==> src/tlbinv_pkg.sv <==
/*
 * Package for the translation cache invalidate register block.
 * Holds register offsets, field positions, widths and invalidate kind codes.
 * Assumes a 32-bit register port and a translation cache that takes one
 * invalidate request per cycle without back-pressure.
 */
package tlbinv_pkg;

    // Register word offsets on the 32-bit register port.
    localparam logic [7:0] SEC_MON_VA_LO_OFFS  = 8'h00;
    localparam logic [7:0] SEC_MON_VA_HI_OFFS  = 8'h04;
    localparam logic [7:0] HOST_VA_NARROW_OFFS = 8'h08;
    localparam logic [7:0] HOST_VA_WIDE_LO_OFFS = 8'h10;
    localparam logic [7:0] HOST_VA_WIDE_HI_OFFS = 8'h14;
    localparam logic [7:0] HOST_VA_LAST_LO_OFFS = 8'h18;
    localparam logic [7:0] HOST_VA_LAST_HI_OFFS = 8'h1c;
    localparam logic [7:0] GUEST_TAG_OFFS      = 8'h20;
    localparam logic [7:0] GUEST_TAG_S1_OFFS   = 8'h24;
    localparam logic [7:0] CONFIG_OFFS         = 8'h40;
    localparam logic [7:0] STATUS_OFFS         = 8'h44;

    // Field positions.
    localparam int WIDE_ADDR_MSB    = 43;
    localparam int NARROW_ADDR_LSB  = 12;
    localparam int GUEST_TAG_MSB    = 15;
    localparam int GUEST_TAG_NARROW_MSB = 7;
    localparam int CFG_SECURE_BIT   = 0;
    localparam int CFG_NARROW_BIT   = 1;
    localparam int CFG_WIDETAG_BIT  = 2;
    localparam int CFG_NESTED_BIT   = 3;
    localparam int CFG_GRAN_LSB     = 4;

    // Reset values.
    localparam logic [31:0] CONFIG_RESET = 32'h0000_000f;
    localparam logic [15:0] COUNT_RESET  = 16'h0000;

    // Translation granule codes held in the configuration register.
    localparam logic [1:0] GRAN_4K  = 2'h0;
    localparam logic [1:0] GRAN_16K = 2'h1;
    localparam logic [1:0] GRAN_64K = 2'h2;

    typedef enum logic [2:0] {
        TLBINV_NONE,
        TLBINV_MON_VA,
        TLBINV_HOST_VA,
        TLBINV_HOST_VA_LAST,
        TLBINV_GUEST_TAG,
        TLBINV_GUEST_TAG_S1
    } tlbinv_kind_t;

endpackage

==> src/tlbinv_regs.sv <==
/*
 * Write-only translation cache invalidate registers.
 * Each accepted write to an invalidate register launches one request, one cycle long, to the
 * translation cache. Assumes the cache never discards locked entries and may
 * over-invalidate unlocked ones; it honours the match fields sent here.
 */
// The register addresses and strobed register access are this design's own decisions.
// Summary of operation
// - Monitor address invalidate removes unlocked monitor-context entries matching the address.
// - Sixty-four bit registers take low word zero-extended; high word writes are dropped.
// - Over-invalidation of unlocked entries allowed; locked entries are never discarded.
// - With one security state, monitor address register reads zero, ignores writes.
// - Wide address registers carry address bits 55:12 in bits 43:0; only bits 31:0 are taken, giving address bits 43:12.
// - With 64KB granule, address bits 15:12 are ignored for matching.
// - With 16KB granule, address bits 13:12 are ignored for matching.
// - Narrow host register takes address bits 31:12 from bits 31:12.
// - Host address invalidate removes unlocked host entries for that address.
// - Without 32-bit schemes, narrow host register reads zero, ignores writes.
// - Wide host address extends bit 55 up through bit 63.
// - For 32-bit scheme entries, address bits 55:32 are treated as zero.
// - Last-level host invalidate removes only matching final-level host entries.
// - Tag invalidate removes unlocked non-secure, non-host entries carrying the tag.
// - Tag invalidates never touch secure entries.
// - Tag sits in bits 15:0; bits 15:8 reserved without wide tag support.
// - Stage-one tag invalidate removes stage-one entries, or all tagged when nested.
`timescale 1ns/100ps
module tlbinv_regs (
    // Clock, reset and enable.
    input  wire logic        core_clk,
    input  wire logic        rst,
    input  wire logic        clkEn,
    // Register port.
    input  wire logic [7:0]  regAddr,
    input  wire logic [31:0] regWrData,
    input  wire logic        regWrEn,
    input  wire logic        regRdEn,
    output logic      [31:0] regRdData,
    // Invalidate request toward the translation cache.
    output logic             invValid,
    output logic      [2:0]  invKind,
    output logic      [63:0] invAddr,
    output logic      [63:0] invAddrMask,
    output logic             invNarrowScheme,
    output logic      [15:0] invTag,
    output logic             invMonitorOnly,
    output logic             invHostOnly,
    output logic             invNonSecureOnly,
    output logic             invLastLevelOnly,
    output logic             invStageOneOnly,
    output logic             invKeepLocked
);

    typedef struct packed {
        logic [31:0] cfgReg;
        logic [15:0] count;
        logic [31:0] rdData;
        logic        valid;
        logic [2:0]  kind;
        logic [63:0] addr;
        logic [63:0] mask;
        logic        narrow;
        logic [15:0] tag;
    } tlbinv_state_t;

    tlbinv_state_t state;
    tlbinv_state_t next_state;

    logic secureSupport;
    logic narrowSupport;
    logic wideTagSupport;
    logic nestedSupport;
    logic [1:0] granule;

    assign secureSupport  = state.cfgReg[tlbinv_pkg::CFG_SECURE_BIT];
    assign narrowSupport  = state.cfgReg[tlbinv_pkg::CFG_NARROW_BIT];
    assign wideTagSupport = state.cfgReg[tlbinv_pkg::CFG_WIDETAG_BIT];
    assign nestedSupport  = state.cfgReg[tlbinv_pkg::CFG_NESTED_BIT];
    assign granule        = state.cfgReg[tlbinv_pkg::CFG_GRAN_LSB +: 2];

    // Builds a full address from the wide register layout with sign extension.
    function automatic logic [63:0] wideAddr(input logic [31:0] lo);
        logic [55:0] a;
        a = {12'h000, lo, 12'h000};
        wideAddr = {{8{a[55]}}, a};
    endfunction

    // Mask of address bits that take part in matching for the granule.
    function automatic logic [63:0] granMask(input logic [1:0] g);
        granMask = 64'hffff_ffff_ffff_f000;
        if (g == tlbinv_pkg::GRAN_64K) begin
            granMask[15:12] = 4'h0;
        end else if (g == tlbinv_pkg::GRAN_16K) begin
            granMask[13:12] = 2'h0;
        end
    endfunction

    always_comb begin
        next_state = state;
        next_state.valid = 1'b0;
        next_state.kind = tlbinv_pkg::TLBINV_NONE;
        if (regWrEn) begin
            case (regAddr)
                tlbinv_pkg::SEC_MON_VA_LO_OFFS: begin
                    if (secureSupport) begin
                        next_state.valid = 1'b1;
                        next_state.kind = tlbinv_pkg::TLBINV_MON_VA;
                        next_state.addr = wideAddr(regWrData);
                        next_state.mask = granMask(granule);
                        next_state.narrow = 1'b0;
                    end
                end
                tlbinv_pkg::HOST_VA_NARROW_OFFS: begin
                    if (narrowSupport) begin
                        next_state.valid = 1'b1;
                        next_state.kind = tlbinv_pkg::TLBINV_HOST_VA;
                        next_state.addr = {32'h0000_0000, regWrData[31:12], 12'h000};
                        next_state.mask = granMask(granule);
                        next_state.narrow = 1'b1;
                    end
                end
                tlbinv_pkg::HOST_VA_WIDE_LO_OFFS,
                tlbinv_pkg::HOST_VA_LAST_LO_OFFS: begin
                    next_state.valid = 1'b1;
                    next_state.kind = (regAddr == tlbinv_pkg::HOST_VA_LAST_LO_OFFS)
                        ? tlbinv_pkg::TLBINV_HOST_VA_LAST : tlbinv_pkg::TLBINV_HOST_VA;
                    next_state.addr = wideAddr(regWrData);
                    next_state.mask = granMask(granule);
                    next_state.narrow = 1'b0;
                end
                tlbinv_pkg::GUEST_TAG_OFFS,
                tlbinv_pkg::GUEST_TAG_S1_OFFS: begin
                    next_state.valid = 1'b1;
                    next_state.kind = (regAddr == tlbinv_pkg::GUEST_TAG_S1_OFFS)
                        ? tlbinv_pkg::TLBINV_GUEST_TAG_S1 : tlbinv_pkg::TLBINV_GUEST_TAG;
                    next_state.tag = regWrData[15:0];
                    if (!wideTagSupport) begin
                        next_state.tag[15:8] = 8'h00;
                    end
                end
                tlbinv_pkg::CONFIG_OFFS: begin
                    next_state.cfgReg = regWrData;
                end
                default: begin
                    // High-word writes and unmapped addresses are dropped.
                end
            endcase
            if (next_state.valid) begin
                next_state.count = state.count + 16'h0001;
            end
        end
        next_state.rdData = 32'h0000_0000;
        if (regRdEn) begin
            case (regAddr)
                tlbinv_pkg::CONFIG_OFFS: next_state.rdData = state.cfgReg;
                tlbinv_pkg::STATUS_OFFS: next_state.rdData = {16'h0000, state.count};
                default: next_state.rdData = 32'h0000_0000;
            endcase
        end
    end

    always_ff @(posedge core_clk) begin
        if (rst) begin
            state <= '0;
            state.cfgReg <= tlbinv_pkg::CONFIG_RESET;
            state.count <= tlbinv_pkg::COUNT_RESET;
        end else if (clkEn) begin
            state <= next_state;
        end
    end

    assign regRdData       = state.rdData;
    assign invValid        = state.valid;
    assign invKind         = state.kind;
    assign invAddr         = state.addr;
    assign invAddrMask     = state.mask;
    assign invNarrowScheme = state.narrow;
    assign invTag          = state.tag;
    assign invMonitorOnly  = (state.kind == tlbinv_pkg::TLBINV_MON_VA);
    assign invHostOnly     = (state.kind == tlbinv_pkg::TLBINV_HOST_VA)
                           || (state.kind == tlbinv_pkg::TLBINV_HOST_VA_LAST);
    assign invNonSecureOnly = (state.kind == tlbinv_pkg::TLBINV_GUEST_TAG)
                           || (state.kind == tlbinv_pkg::TLBINV_GUEST_TAG_S1);
    assign invLastLevelOnly = (state.kind == tlbinv_pkg::TLBINV_HOST_VA_LAST);
    assign invStageOneOnly  = (state.kind == tlbinv_pkg::TLBINV_GUEST_TAG_S1) && !nestedSupport;
    assign invKeepLocked    = 1'b1;

    a_write_launch: assert property (@(posedge core_clk) disable iff (rst)
        clkEn && regWrEn && regAddr == tlbinv_pkg::GUEST_TAG_OFFS |=> invValid)
        else $error("tag write did not launch invalidate");
    a_high_drop: assert property (@(posedge core_clk) disable iff (rst)
        clkEn && regWrEn && regAddr == tlbinv_pkg::HOST_VA_WIDE_HI_OFFS |=> !invValid)
        else $error("high word write launched invalidate");
    a_mon_gate: assert property (@(posedge core_clk) disable iff (rst)
        invMonitorOnly && invValid |-> $past(secureSupport))
        else $error("monitor invalidate without secure support");
    a_narrow_gate: assert property (@(posedge core_clk) disable iff (rst)
        invValid && invNarrowScheme |-> $past(narrowSupport))
        else $error("narrow invalidate without support");
    a_sign_extend: assert property (@(posedge core_clk) disable iff (rst)
        invValid && !invNarrowScheme && invHostOnly |-> invAddr[63:56] == {8{invAddr[55]}})
        else $error("address not extended");
    a_narrow_upper: assert property (@(posedge core_clk) disable iff (rst)
        invValid && invNarrowScheme |-> invAddr[63:32] == 32'h0000_0000)
        else $error("narrow address upper bits set");
    a_gran_64k: assert property (@(posedge core_clk) disable iff (rst)
        invValid && (invHostOnly || invMonitorOnly) && $past(granule) == tlbinv_pkg::GRAN_64K
        |-> invAddrMask[15:12] == 4'h0)
        else $error("64KB granule bits not ignored");
    a_tag_narrow: assert property (@(posedge core_clk) disable iff (rst)
        invValid && invNonSecureOnly && !$past(wideTagSupport) |-> invTag[15:8] == 8'h00)
        else $error("reserved tag bits passed");
    a_read_zero: assert property (@(posedge core_clk) disable iff (rst)
        clkEn && regRdEn && regAddr == tlbinv_pkg::GUEST_TAG_OFFS |=> regRdData == 32'h0000_0000)
        else $error("write-only register read nonzero");

endmodule

==> config.mk <==
export PLATFORM = sky130hd
export DESIGN_NAME = tlbinv_regs
export DESIGN_NICKNAME = d
export VERILOG_FILES = /design/src/tlbinv_pkg.sv /design/src/tlbinv_regs.sv
export SDC_FILE = /design/constraint.sdc
export NUM_CORES = 1
export LEC_CHECK = 0
export ABC_CLOCK_PERIOD_IN_PS = 4100
export BUFFER_PORTS_ARGS = -buffer_cell sky130_fd_sc_hd__buf_2
export CORE_ASPECT_RATIO = 1.2
export CORE_UTILIZATION = 35
export DETAILED_ROUTE_END_ITERATION = 6
export PLACE_DENSITY = 0.67
export SYNTH_ARGS = -nofsm -noshare
export SYNTH_HDL_FRONTEND = slang
export SYNTH_SLANG_ARGS = --single-unit
export TNS_END_PERCENT = 5
==> constraint.sdc <==
create_clock -name core_clk -period 4.1 [get_ports core_clk]
set_clock_uncertainty 0.1 [all_clocks]
set_input_delay 1.025 -clock core_clk [delete_from_list [all_inputs] [get_ports core_clk]]
set_output_delay 1.025 -clock core_clk [all_outputs]
set_load 0.01 [all_outputs]
==> results.md, run 1 <==
* Cell Rows at 55
* CTS clock-pin slew for the worst setup and hold paths at around 0.060 ns
* Vias in the first global route at ~4800
* N_diodes at 0
* Final min period at between 2 and 3 ns
* Root Buffer: clkbuf_16
* CP Max Fanout at 12
* Final worst path period share at between 60 and 70%
* Initial core utilization at around 36%
* CP max-delay cell: nor4_2
* Avg Inst Size Synth at 8.54 um^2
* Core Area at around 19000 um^2
* Multi-input combinational cell area at about 2700 um^2
* I/O pin count at 232
* Leak at between 3 and 4 nW
* FILL cells at around 2000
* Post-CTS sizing at 0
* Iteration-0 DRC Markers at 346
* CTS HTree Levels at 4
* Ys async rst share at 0%
* Peak VDD IR at ~0.21 mV
* Post-synthesis sequential area ratio at between 30 and 40%
* Net Sw Frac at 22.3%
* DR pass1 iterations at 6
* Yosys top cell by area: dfxtp_1
* Via/cell ratio at between 4 and 5
* Synthesis-to-layout area growth at 8.31%
* Outcome: completed
* Max Root-Sink Buffers at 2
* Hold Violations, Final at 0
* Worst path max stage delay at ~0.64 ns
* Number of synthesized flops with an enable pin at 0
* GPL Wtd Cong at just over 0.8
* Clock latency on the worst-skew pair at just over 0.4 ns
* Switch Pwr at approximately 700 uW
* CTS tree: yes
* HP Class: reg2reg
* Hold path startpoint: invTag[13]$_SDFFE_PP0P_
* Clk sinks at roughly 140
* Post-CTS Hold Buffers at 0
* Share of the synthesized area in the top cell type at between 30 and 40%
* Placed insts at 1067
* Maxcap violations at 0
* TNS Setup at 0 ns
* Power share of the clock group at between 50% and 60%
* Worst-margin pin slew at around 1.1 ns
* Commonest non-fill, non-tap cell in the layout: buf_2
* Worst reg2reg path startpoint: secureSupport$_SDFFE_PP1P_
* Largest net degree at the start of global routing at 67
* Fraction of layout cells with a size suffix above 1 at 30.5%
* Yosys cell types at 48
* RSZ-0062 raised after global routing: no
* FF-to-FF path depth at 4
* Cells after Synth at between 800 and 900
* Die Y at 155 um
* Synth Flop Type: dfxtp_1
* Die area at 20100 um^2
* DIE WIDTH at 130 um
* Crit path max-delay family: simple AND/OR/NAND/NOR gates
* Critical path depth at 5
* GRT Total Usage at 17.3%
* Slew HR at about 28%
* Worst path bufs/invs at 1
* Post-Layout Cell Count at approximately 1100
* Post-DP HPWL at roughly 12000 um
* Hold-critical path depth at 2
* Post-Syn Area at approximately 6900 um^2
* Global-route wire length before repair at between 20000 and 30000 um
* Worst Setup Start Kind: primary input
* DR vias at 5389
* Total wire length at 17200 um
* Fmax at about 0.36 GHz
* Crit-path cells: buf_2, nor4_2, nand4_1, or4_1, a21oi_1
* IO Port Bufs at about 190
* Seq. cell area at ~2700 um^2
* Setup violations, final at 0
* Wire per inst at 15.6 um
* CP arrival at around 3.1 ns
* Slew Limit Fails at 0
* Grt total ovfl at 0
* Drt drc at 0
* Final ANT Viol Nets at 0
* Sequential power share at 43.5%
* Synth warn at 0
* NumNets Final at between 800 and 900
* CP Class: in2reg
* Total power at a little over 3 mW
* Required @ worst endpoint at about 4.3 ns
* Postcts setup bufs at 0
* Synth area leaders: dfxtp_1 (40%), buf_4 (20%), a22oi_1 (5.6%), nand2_1 (5.4%), a21oi_1 (4.8%)
* Combinational power share at approximately 5%
* Internal power at about 2.4 mW
* PwrDens at between 400 and 500 nW/um^2
* #FFs+latches synth at between 100 and 150
* Num CTS Buffers at 17
* Initial antenna violation count at 0
* Worst Setup SP: regAddr[7]
* Critical Path Sink Type: flip-flop
* Commonest non-fill, non-tap cells in the layout: buf_2 (185), dfxtp_1 (135), nand2_1 (98)
final cells by class:
class,instances,area share [%]
multi-input cells,475,36.7
clock inverters,10,1.96
well taps,256,4.31
clock buffers,21,6.34
flip-flops and latches,136,36.7
repair buffers,196,13.8
inverters,4,0.202
kinds of logic after synthesis:
| kind of cell | Yosys count | synth area share (%) |
|---|---|---|
| and+or+nand+nor | 240 | 17.3 |
| muxes | 18 | 2.94 |
| DFF | 136 | 39.7 |
| AOI/OAI and AO/OA | 170 | 16.4 |
| other | 2 | 0.110 |
| buffers and inverters | 235 | 23.2 |
| adders and majority gates | 2 | 0.365 |
cell usage after synthesis, types with 2 or more instances:
library cell and instances:
or3_1 2, nor2b_1 7, nor3b_1 3, inv_1 4, nand2_1 98, buf_4 180, and3_1 2, nor4bb_1 2
nor4_4 2, a22oi_1 51, and2_1 4, nand2b_1 3, buf_6 2, buf_1 4, a21oi_1 66, nor4_2 3
dfxtp_1 136, nor2_1 65, nand3_1 16, nand4_1 4, o31ai_1 11, a22o_1 12, and4_1 2, buf_2 15
mux2_2 17, conb_1 2, ha_1 2, clkbuf_1 30, o21ai_0 4, nand3b_1 4, or4_1 13, a211oi_1 21
state kept, by name (all words and copies together) (netlist names):
register,flops
invKind,3
invAddr,32
state,43
secureSupport,1
narrowSupport,1
invValid,1
invTag,16
granule,2
invNarrowScheme,1
regRdData,32
invAddrMask,3
nestedSupport,1
power groups by stage:
stage	Clock [mW]	Combinational (mW)	Sequential (mW)
2_1_floorplan	0	0.123	1.35
3_3_place_gp	0	0.149	1.35
3_5_place_dp	0	0.149	1.35
4_1_cts	1.60	0.150	1.32
5_1_grt	1.66	0.163	1.32
6_report	1.57	0.150	1.32
final timing paths:
check	end	slack (ns)
max	state[191]$_SDFFE_PP0P_	1.28
min	invTag[13]$_SDFFE_PP0P_	0.35
max reg2reg	state[185]$_SDFFE_PP0P_	2.02
min reg2reg	invTag[13]$_SDFFE_PP0P_	0.35
per-layer routing:
layer / part of all wire (%) / GRT usage (%)
met1: 44 / 22.4
met2: 47 / 27.2
met3: 6.5 / 4.16
met4: 2.8 / 7.70
met5: 0 / 0
tightest hold or removal path, stage by stage, from the launching register on:
cell and delay (ns):
dfxtp_1 0.30, nand2_1 0.05, a21oi_1 0.05
per-stage QoR:
step | util, % | instance area [um^2] | hold slack (ns) | setup WS [ns]
floorplan | - | 7020 | 0.332 | 1.38
global placement | 35.8 | 6810 | 0.336 | 0.984
global route | 39.1 | 7420 | 0.374 | 1.10
finish | 39.1 | 7420 | 0.348 | 1.28
CTS | 39.1 | 7420 | 0.349 | 1.23
detailed placement | 35.8 | 6810 | 0.341 | 0.920
Power figures use the tool's default switching activity.
==> inputs of run 2 (changes only) <==
Settings changed: ABC_CLOCK_PERIOD_IN_PS 4100 to 2350, PLACE_DENSITY 0.67 to 0.69.
Clock period 4.1 ns to 2.35 ns, I/O delays scaled along.
==> run 2 against run 1 <==
Global-route usage is 0.41 points higher; critical endpoint is now invAddr[32]$_SDFFE_PP0P_; sequential cell count unchanged; largest cell class unchanged; critical path depth decreased by 1; count of clock-buffer cells in the layout down 4; sequential share of layout area down 1.5 points; die area unchanged; power is 79% higher; combinational power increased by 93%; critical path type is now reg2reg; first-iteration DRC count shrank 4.3%.
==> results.md, run 2 (synthesis results as in run 1) <==
* Setup violations, final at 0 (unchanged)
* Commonest non-fill, non-tap cells in the layout: buf_2 (185), dfxtp_1 (136), nand2_1 (98)
* Post-CTS Hold Buffers at 0 (unchanged)
* NumNets Final at 904 (+3.1%)
* CP Max Fanout at 12 (unchanged)
* Post-DP HPWL at 12400 um (+3.5%)
* Cell Rows at 55 (unchanged)
* Worst-margin pin slew at 1.04 ns (-0.0377 ns)
* Clock latency on the worst-skew pair at 0.43 ns (+0.02 ns)
* Num CTS Buffers at 17 (unchanged)
* DR vias at 5408 (+0.35%)
* Worst path max stage delay at 0.78 ns (+0.14 ns)
* Final min period at around 2.2 ns
* Initial antenna violation count at 1 (+1)
* Slew Limit Fails at 0 (unchanged)
* Initial core utilization at 36.1% (unchanged)
* HP Class: in2reg
* Crit path to: invAddr[32]$_SDFFE_PP0P_
* Drt drc at 0 (unchanged)
* Root Buffer: clkbuf_16
* IO Port Bufs at 186 (unchanged)
* Max Root-Sink Buffers at 2 (unchanged)
* Final ANT Viol Nets at 0 (unchanged)
* Synthesis-to-layout area growth at 12.7%
* Vias in the first global route at 4864 (+2.0%)
* DR pass1 iterations at 5 (-1)
* FF-to-FF End: invAddr[32]$_SDFFE_PP0P_
* Postcts setup bufs at 0 (unchanged)
* Reg2Reg Setup Slack at 0.19 ns (-1.83 ns)
* PwrDens at 704 nW/um^2 (+72%)
* Global-route wire length before repair at 27000 um (+1.1%)
* Required @ worst endpoint at 2.62 ns (-1.72 ns)
* Die area at 20100 um^2 (unchanged)
* Slew HR at 30.6% (+2.3 points)
* Grt total ovfl at 0 (unchanged)
* GPL Wtd Cong at 0.808 (-2.0%)
* CP Class: reg2reg
* Worst reg2reg path startpoint: secureSupport$_SDFFE_PP1P_
* GRT Total Usage at 17.8% (+0.41 points)
* DIE WIDTH at 130 um (unchanged)
* I/O pin count at 232 (unchanged)
* Worst Setup SP: secureSupport$_SDFFE_PP1P_
* Maxcap violations at 0 (unchanged)
* CTS clock-pin slew for the worst setup and hold paths at 0.07 ns (about the same)
* FF-to-FF path depth at 4 (unchanged)
* Total wire length at 17400 um (+1.2%)
* Wire per inst at 15.4 um (-1.3%)
* Iteration-0 DRC Markers at 331 (-4.3%)
* Fmax at around 0.46 GHz
* Via/cell ratio at 4.80 (-2.1%)
* Setup WS pre-CTS at -0.149 ns (-1.07 ns)
* Total power at 5.44 mW (+79%)
* Core Area at 19000 um^2 (unchanged)
* Hold Violations, Final at 0 (unchanged)
* Clk sinks at 136 (unchanged)
* Post-CTS sizing at 0 (unchanged)
* Worst Setup Start Kind: flip-flop
* CTS HTree Levels at 4 (unchanged)
* Top reg by flops: state
* Die Y at 155 um (unchanged)
* CP max-delay cell: nor2_1
* CTS tree: yes
* Crit-path cells: nor2b_1, o311a_2, nor2_1, a22o_1
* Outcome: completed
* Fraction of layout cells with a size suffix above 1 at 32.8% (+2.2 points)
* Commonest non-fill, non-tap cell in the layout: buf_2
* RSZ-0062 raised after global routing: no
* CP arrival at 2.43 ns (-0.62 ns)
* Critical Path Sink Type: flip-flop
* Largest net degree at the start of global routing at 64 (-4.5%)
* N_diodes at 0 (unchanged)
* Final worst path period share at 91.8%
* Peak VDD IR at 0.382 mV (+80%)
* Max FFs per register at 43 (unchanged)
* Leak at 3.34 nW (+5.0%)
* Fin worst setup slack at 0.192 ns (-1.09 ns)
[run 2: cell count changes in the layout (fill, tap and decap cells not counted), sizes merged]
cell / change
buf: +27
inv: +8
clkbuf: -4
clkinv: -2
clkinvlp: -1
[run 2: routing by layer]
metal	global-route usage [%]	up-vias	wire length, um
li1	-	2669	-
met1	22.2	2495	7700
met2	28.0	212	8010
met3	4.81	30	1090
met4	8.69	2	546
met5	0	-	13
[run 2: worst min path at each step]
stage,slack [ns],cells past startpoint,start,endpoint
floorplan,0.33,2,invTag[10]$_SDFFE_PP0P_,invTag[10]$_SDFFE_PP0P_
global placement,0.34,2,invTag[9]$_SDFFE_PP0P_,invTag[9]$_SDFFE_PP0P_
detailed placement,0.34,2,invTag[12]$_SDFFE_PP0P_,invTag[12]$_SDFFE_PP0P_
CTS,0.29,2,regWrData[28],invAddr[40]$_SDFFE_PP0P_
global route,0.31,2,regWrData[30],invAddr[42]$_SDFFE_PP0P_
finish,0.31,2,regWrData[28],invAddr[40]$_SDFFE_PP0P_
[run 2: worst max-delay path: cells and delay by family, from the launching register on]
| family | cells | cell delay [ns] |
|---|---|---|
| AO/OA/AOI/OAI | 2 | 0.66 |
| AND/OR/NAND/NOR | 2 | 0.95 |
| flip-flops | 1 | 0.38 |
[run 2: final cells by class]
class | count | area (um^2)
clock buffers | 17 | 425
clock inverters | 15 | 204
fillers | 1966 | 11300
inverters | 4 | 15.0
multi-input cells | 475 | 2730
flip-flops and latches | 136 | 2720
well taps | 256 | 320
repair buffers | 223 | 1310
[run 2: report_power, final]
part / internal (mW) / switching [mW]
Sequential: 2.31 / 0.00182
Clock: 1.72 / 1.13
Combinational: 0.0906 / 0.198
Total: 4.11 / 1.33
[run 2: through the flow]
step	area, um^2	hold WS (ns)	instances	util (%)	TNS (ns)
floorplan	7020	0.332	846	-	0
global placement	7100	0.337	1094	37.4	-1.61
detailed placement	7100	0.341	1094	37.4	-2.40
CTS	7730	0.288	1126	40.7	0
global route	7730	0.311	1126	40.7	0
finish	7730	0.312	1126	40.7	0
==> inputs of run 3 (changes only) <==
Settings changed: CORE_UTILIZATION 35 to 40, CTS_CLUSTER_DIAMETER set to 120, PLACE_DENSITY 0.69 to 0.76.
==> run 3 against run 2 <==
Sequential cell count did not move; final cell count fell by 3.7%; non-clock buffer count fell by 2; global-route usage rose by 1.7 points; first-iteration DRC count rose by 15%; fmax rose by 3.2%; register-to-register slack improved by 0.07 ns; highest routed layer is now met4; wire length fell by 1.7%; power fell by 0.40%.
==> results.md, run 3 (synthesis results as in run 1) <==
* N_diodes at 0 (unchanged)
* Final core utilization at 45.5% (+4.9 points)
* Final worst path period share at 89.0% (-2.8 points)
* DR pass1 iterations at 5 (unchanged)
* Slew HR at 30.0% (-0.62 points)
* GPL Wtd Cong at 0.779 (-3.6%)
* Power share of the clock group at 52.1% (-0.2 points)
* PwrDens at 709 nW/um^2 (+0.66%)
* Fraction of layout cells with a size suffix above 1 at 32.6% (-0.15 points)
* CP arrival at 2.35 ns (-0.08 ns)
* Maxcap violations at 0 (unchanged)
* Post-CTS Hold Buffers at 0 (unchanged)
* I/O pin count at 232 (unchanged)
* Core Area at 16800 um^2 (-12%)
* Die Y at 145 um (-6.4%)
* FILL cells at 1655 (-16%)
* Slew Limit Fails at 0 (unchanged)
* Post-CTS sizing at 0 (unchanged)
* Die area at 17700 um^2 (-12%)
* Final min period at 2.09 ns (-0.0665 ns)
* CTS tree: yes
* Required @ worst endpoint at 2.61 ns (about the same)
* Outcome: completed
* Max Root-Sink Buffers at 2 (unchanged)
* Post-Layout Cell Count at 1084 (-3.7%)
* Switch Pwr at 1.30 mW (-2.5%)
* CTS clock-pin slew for the worst setup and hold paths at 0.06 ns (about the same)
* Worst Setup Start Kind: flip-flop
* Final ANT Viol Nets at 0 (unchanged)
* Clock latency on the worst-skew pair at 0.42 ns (about the same)
* Via/cell ratio at 5.05 (+5.2%)
* Total power at 5.42 mW (-0.40%)
* Commonest non-fill, non-tap cells in the layout: buf_2 (185), dfxtp_1 (136), nand2_1 (98)
* Cell Area, Placed at 7020 um^2 (-1.1%)
* Leak at 3.33 nW (-0.40%)
* Global-route wire length before repair at 26600 um (-1.5%)
* Critical Path Sink Type: flip-flop
* Post-DP HPWL at 12200 um (-1.9%)
* IO Port Bufs at 186 (unchanged)
* Initial core utilization at 40.8% (+4.7 points)
* Worst-margin pin slew at 1.05 ns (+0.0119 ns)
* DIE WIDTH at 121 um (-6.4%)
* Vias in the first global route at 4942 (+1.6%)
* Num CTS Buffers at 17 (unchanged)
* Hold Violations, Final at 0 (unchanged)
* Iteration-0 DRC Markers at 379 (+15%)
* Net Sw Frac at 23.9% (-0.52 points)
* Top reg by flops: state
* Synthesis-to-layout area growth at 11.5%
* HP Class: in2reg
* Clk sinks at 136 (unchanged)
* Grt total ovfl at 0 (unchanged)
* CP Class: reg2reg
* CTS HTree Levels at 4 (unchanged)
* Setup violations, final at 0 (unchanged)
* Final Cell Area at 7640 um^2 (-1.1%)
* DR vias at 5478 (+1.3%)
* NumNets Final at 902 (-0.22%)
* Cell Rows at 52 (-5.5%)
* Combinational power share at 5.3% (about the same)
* RSZ-0062 raised after global routing: no
* CP Max Fanout at 12 (unchanged)
* Wire per inst at 15.8 um (+2.1%)
* GRT Total Usage at 19.4% (+1.7 points)
* Max FFs per register at 43 (unchanged)
* Placed insts at 1052 (-3.8%)
* Commonest non-fill, non-tap cell in the layout: buf_2
* Total wire length at 17100 um (-1.7%)
* Postcts setup bufs at 0 (unchanged)
* Drt drc at 0 (unchanged)
* Largest net degree at the start of global routing at 85 (+33%)
* Root Buffer: clkbuf_16
* Sequential power share at 42.6% (+0.2 points)
* Peak VDD IR at 0.414 mV (+8.4%)
* Final hold slack at 0.323 ns (+0.0111 ns)
* Initial antenna violation count at 0 (-1)
* Fmax at 0.478 GHz (+3.2%)
* Internal power at 4.13 mW (+0.29%)
run 3: worst paths after layout:
| path | start | to | slack [ns] | depth (start not counted) |
|---|---|---|---|---|
| worst min register to register | invTag[13]$_SDFFE_PP0P_ | invTag[13]$_SDFFE_PP0P_ | 0.35 | 2 |
| worst min-delay path | regWrData[3] | nestedSupport$_SDFFE_PP1P_ | 0.32 | 3 |
| worst max register to register | secureSupport$_SDFFE_PP1P_ | invAddr[35]$_SDFFE_PP0P_ | 0.26 | 4 |
| worst max-delay path | secureSupport$_SDFFE_PP1P_ | invAddr[35]$_SDFFE_PP0P_ | 0.26 | 4 |
run 3: power by group through the flow:
| stage | Sequential, mW | Combinational [mW] | Clock (mW) |
|---|---|---|---|
| floorplan | 2.36 | 0.214 | 0 |
| finish | 2.31 | 0.286 | 2.82 |
| global placement | 2.36 | 0.283 | 0 |
| detailed placement | 2.36 | 0.284 | 0 |
| CTS | 2.31 | 0.285 | 2.86 |
| global route | 2.31 | 0.310 | 2.96 |
run 3: critical path, stage by stage, from the launching register on:
cell	delay [ns]
dfxtp_1	0.37
nor2b_1	0.17
o311a_2	0.39
nor2_1	0.74
a22o_1	0.26
run 3: layout make-up:
class / count / area [um^2] / area share (%)
Multi-Input combinational cell: 475 / 2730 / 35.7
Clock buffer: 18 / 439 / 5.74
Timing Repair Buffer: 221 / 1280 / 16.8
Tap cell: 216 / 270 / 3.54
Inverter: 4 / 15.0 / 0.196
Clock inverter: 14 / 186 / 2.44
Sequential cell: 136 / 2720 / 35.6
run 3: per-layer routing:
layer | up-vias | global-route usage (%) | share of wire (%)
met5 | - | 0 | 0
met4 | 0 | 7.72 | 2.8
met3 | 28 | 4.86 | 7.0
met2 | 223 | 32.0 | 48
met1 | 2573 | 24.0 | 42
li1 | 2654 | - | -
run 3: per-stage QoR:
| stage | setup slack, ns | TNS (ns) |
|---|---|---|
| 3_3_place_gp | -0.0225 | -0.264 |
| 5_1_grt | 0.0626 | 0 |
| 3_5_place_dp | -0.117 | -2.30 |
| 4_1_cts | 0.201 | 0 |
| 6_report | 0.259 | 0 |
| 2_1_floorplan | 0.0698 | 0 |
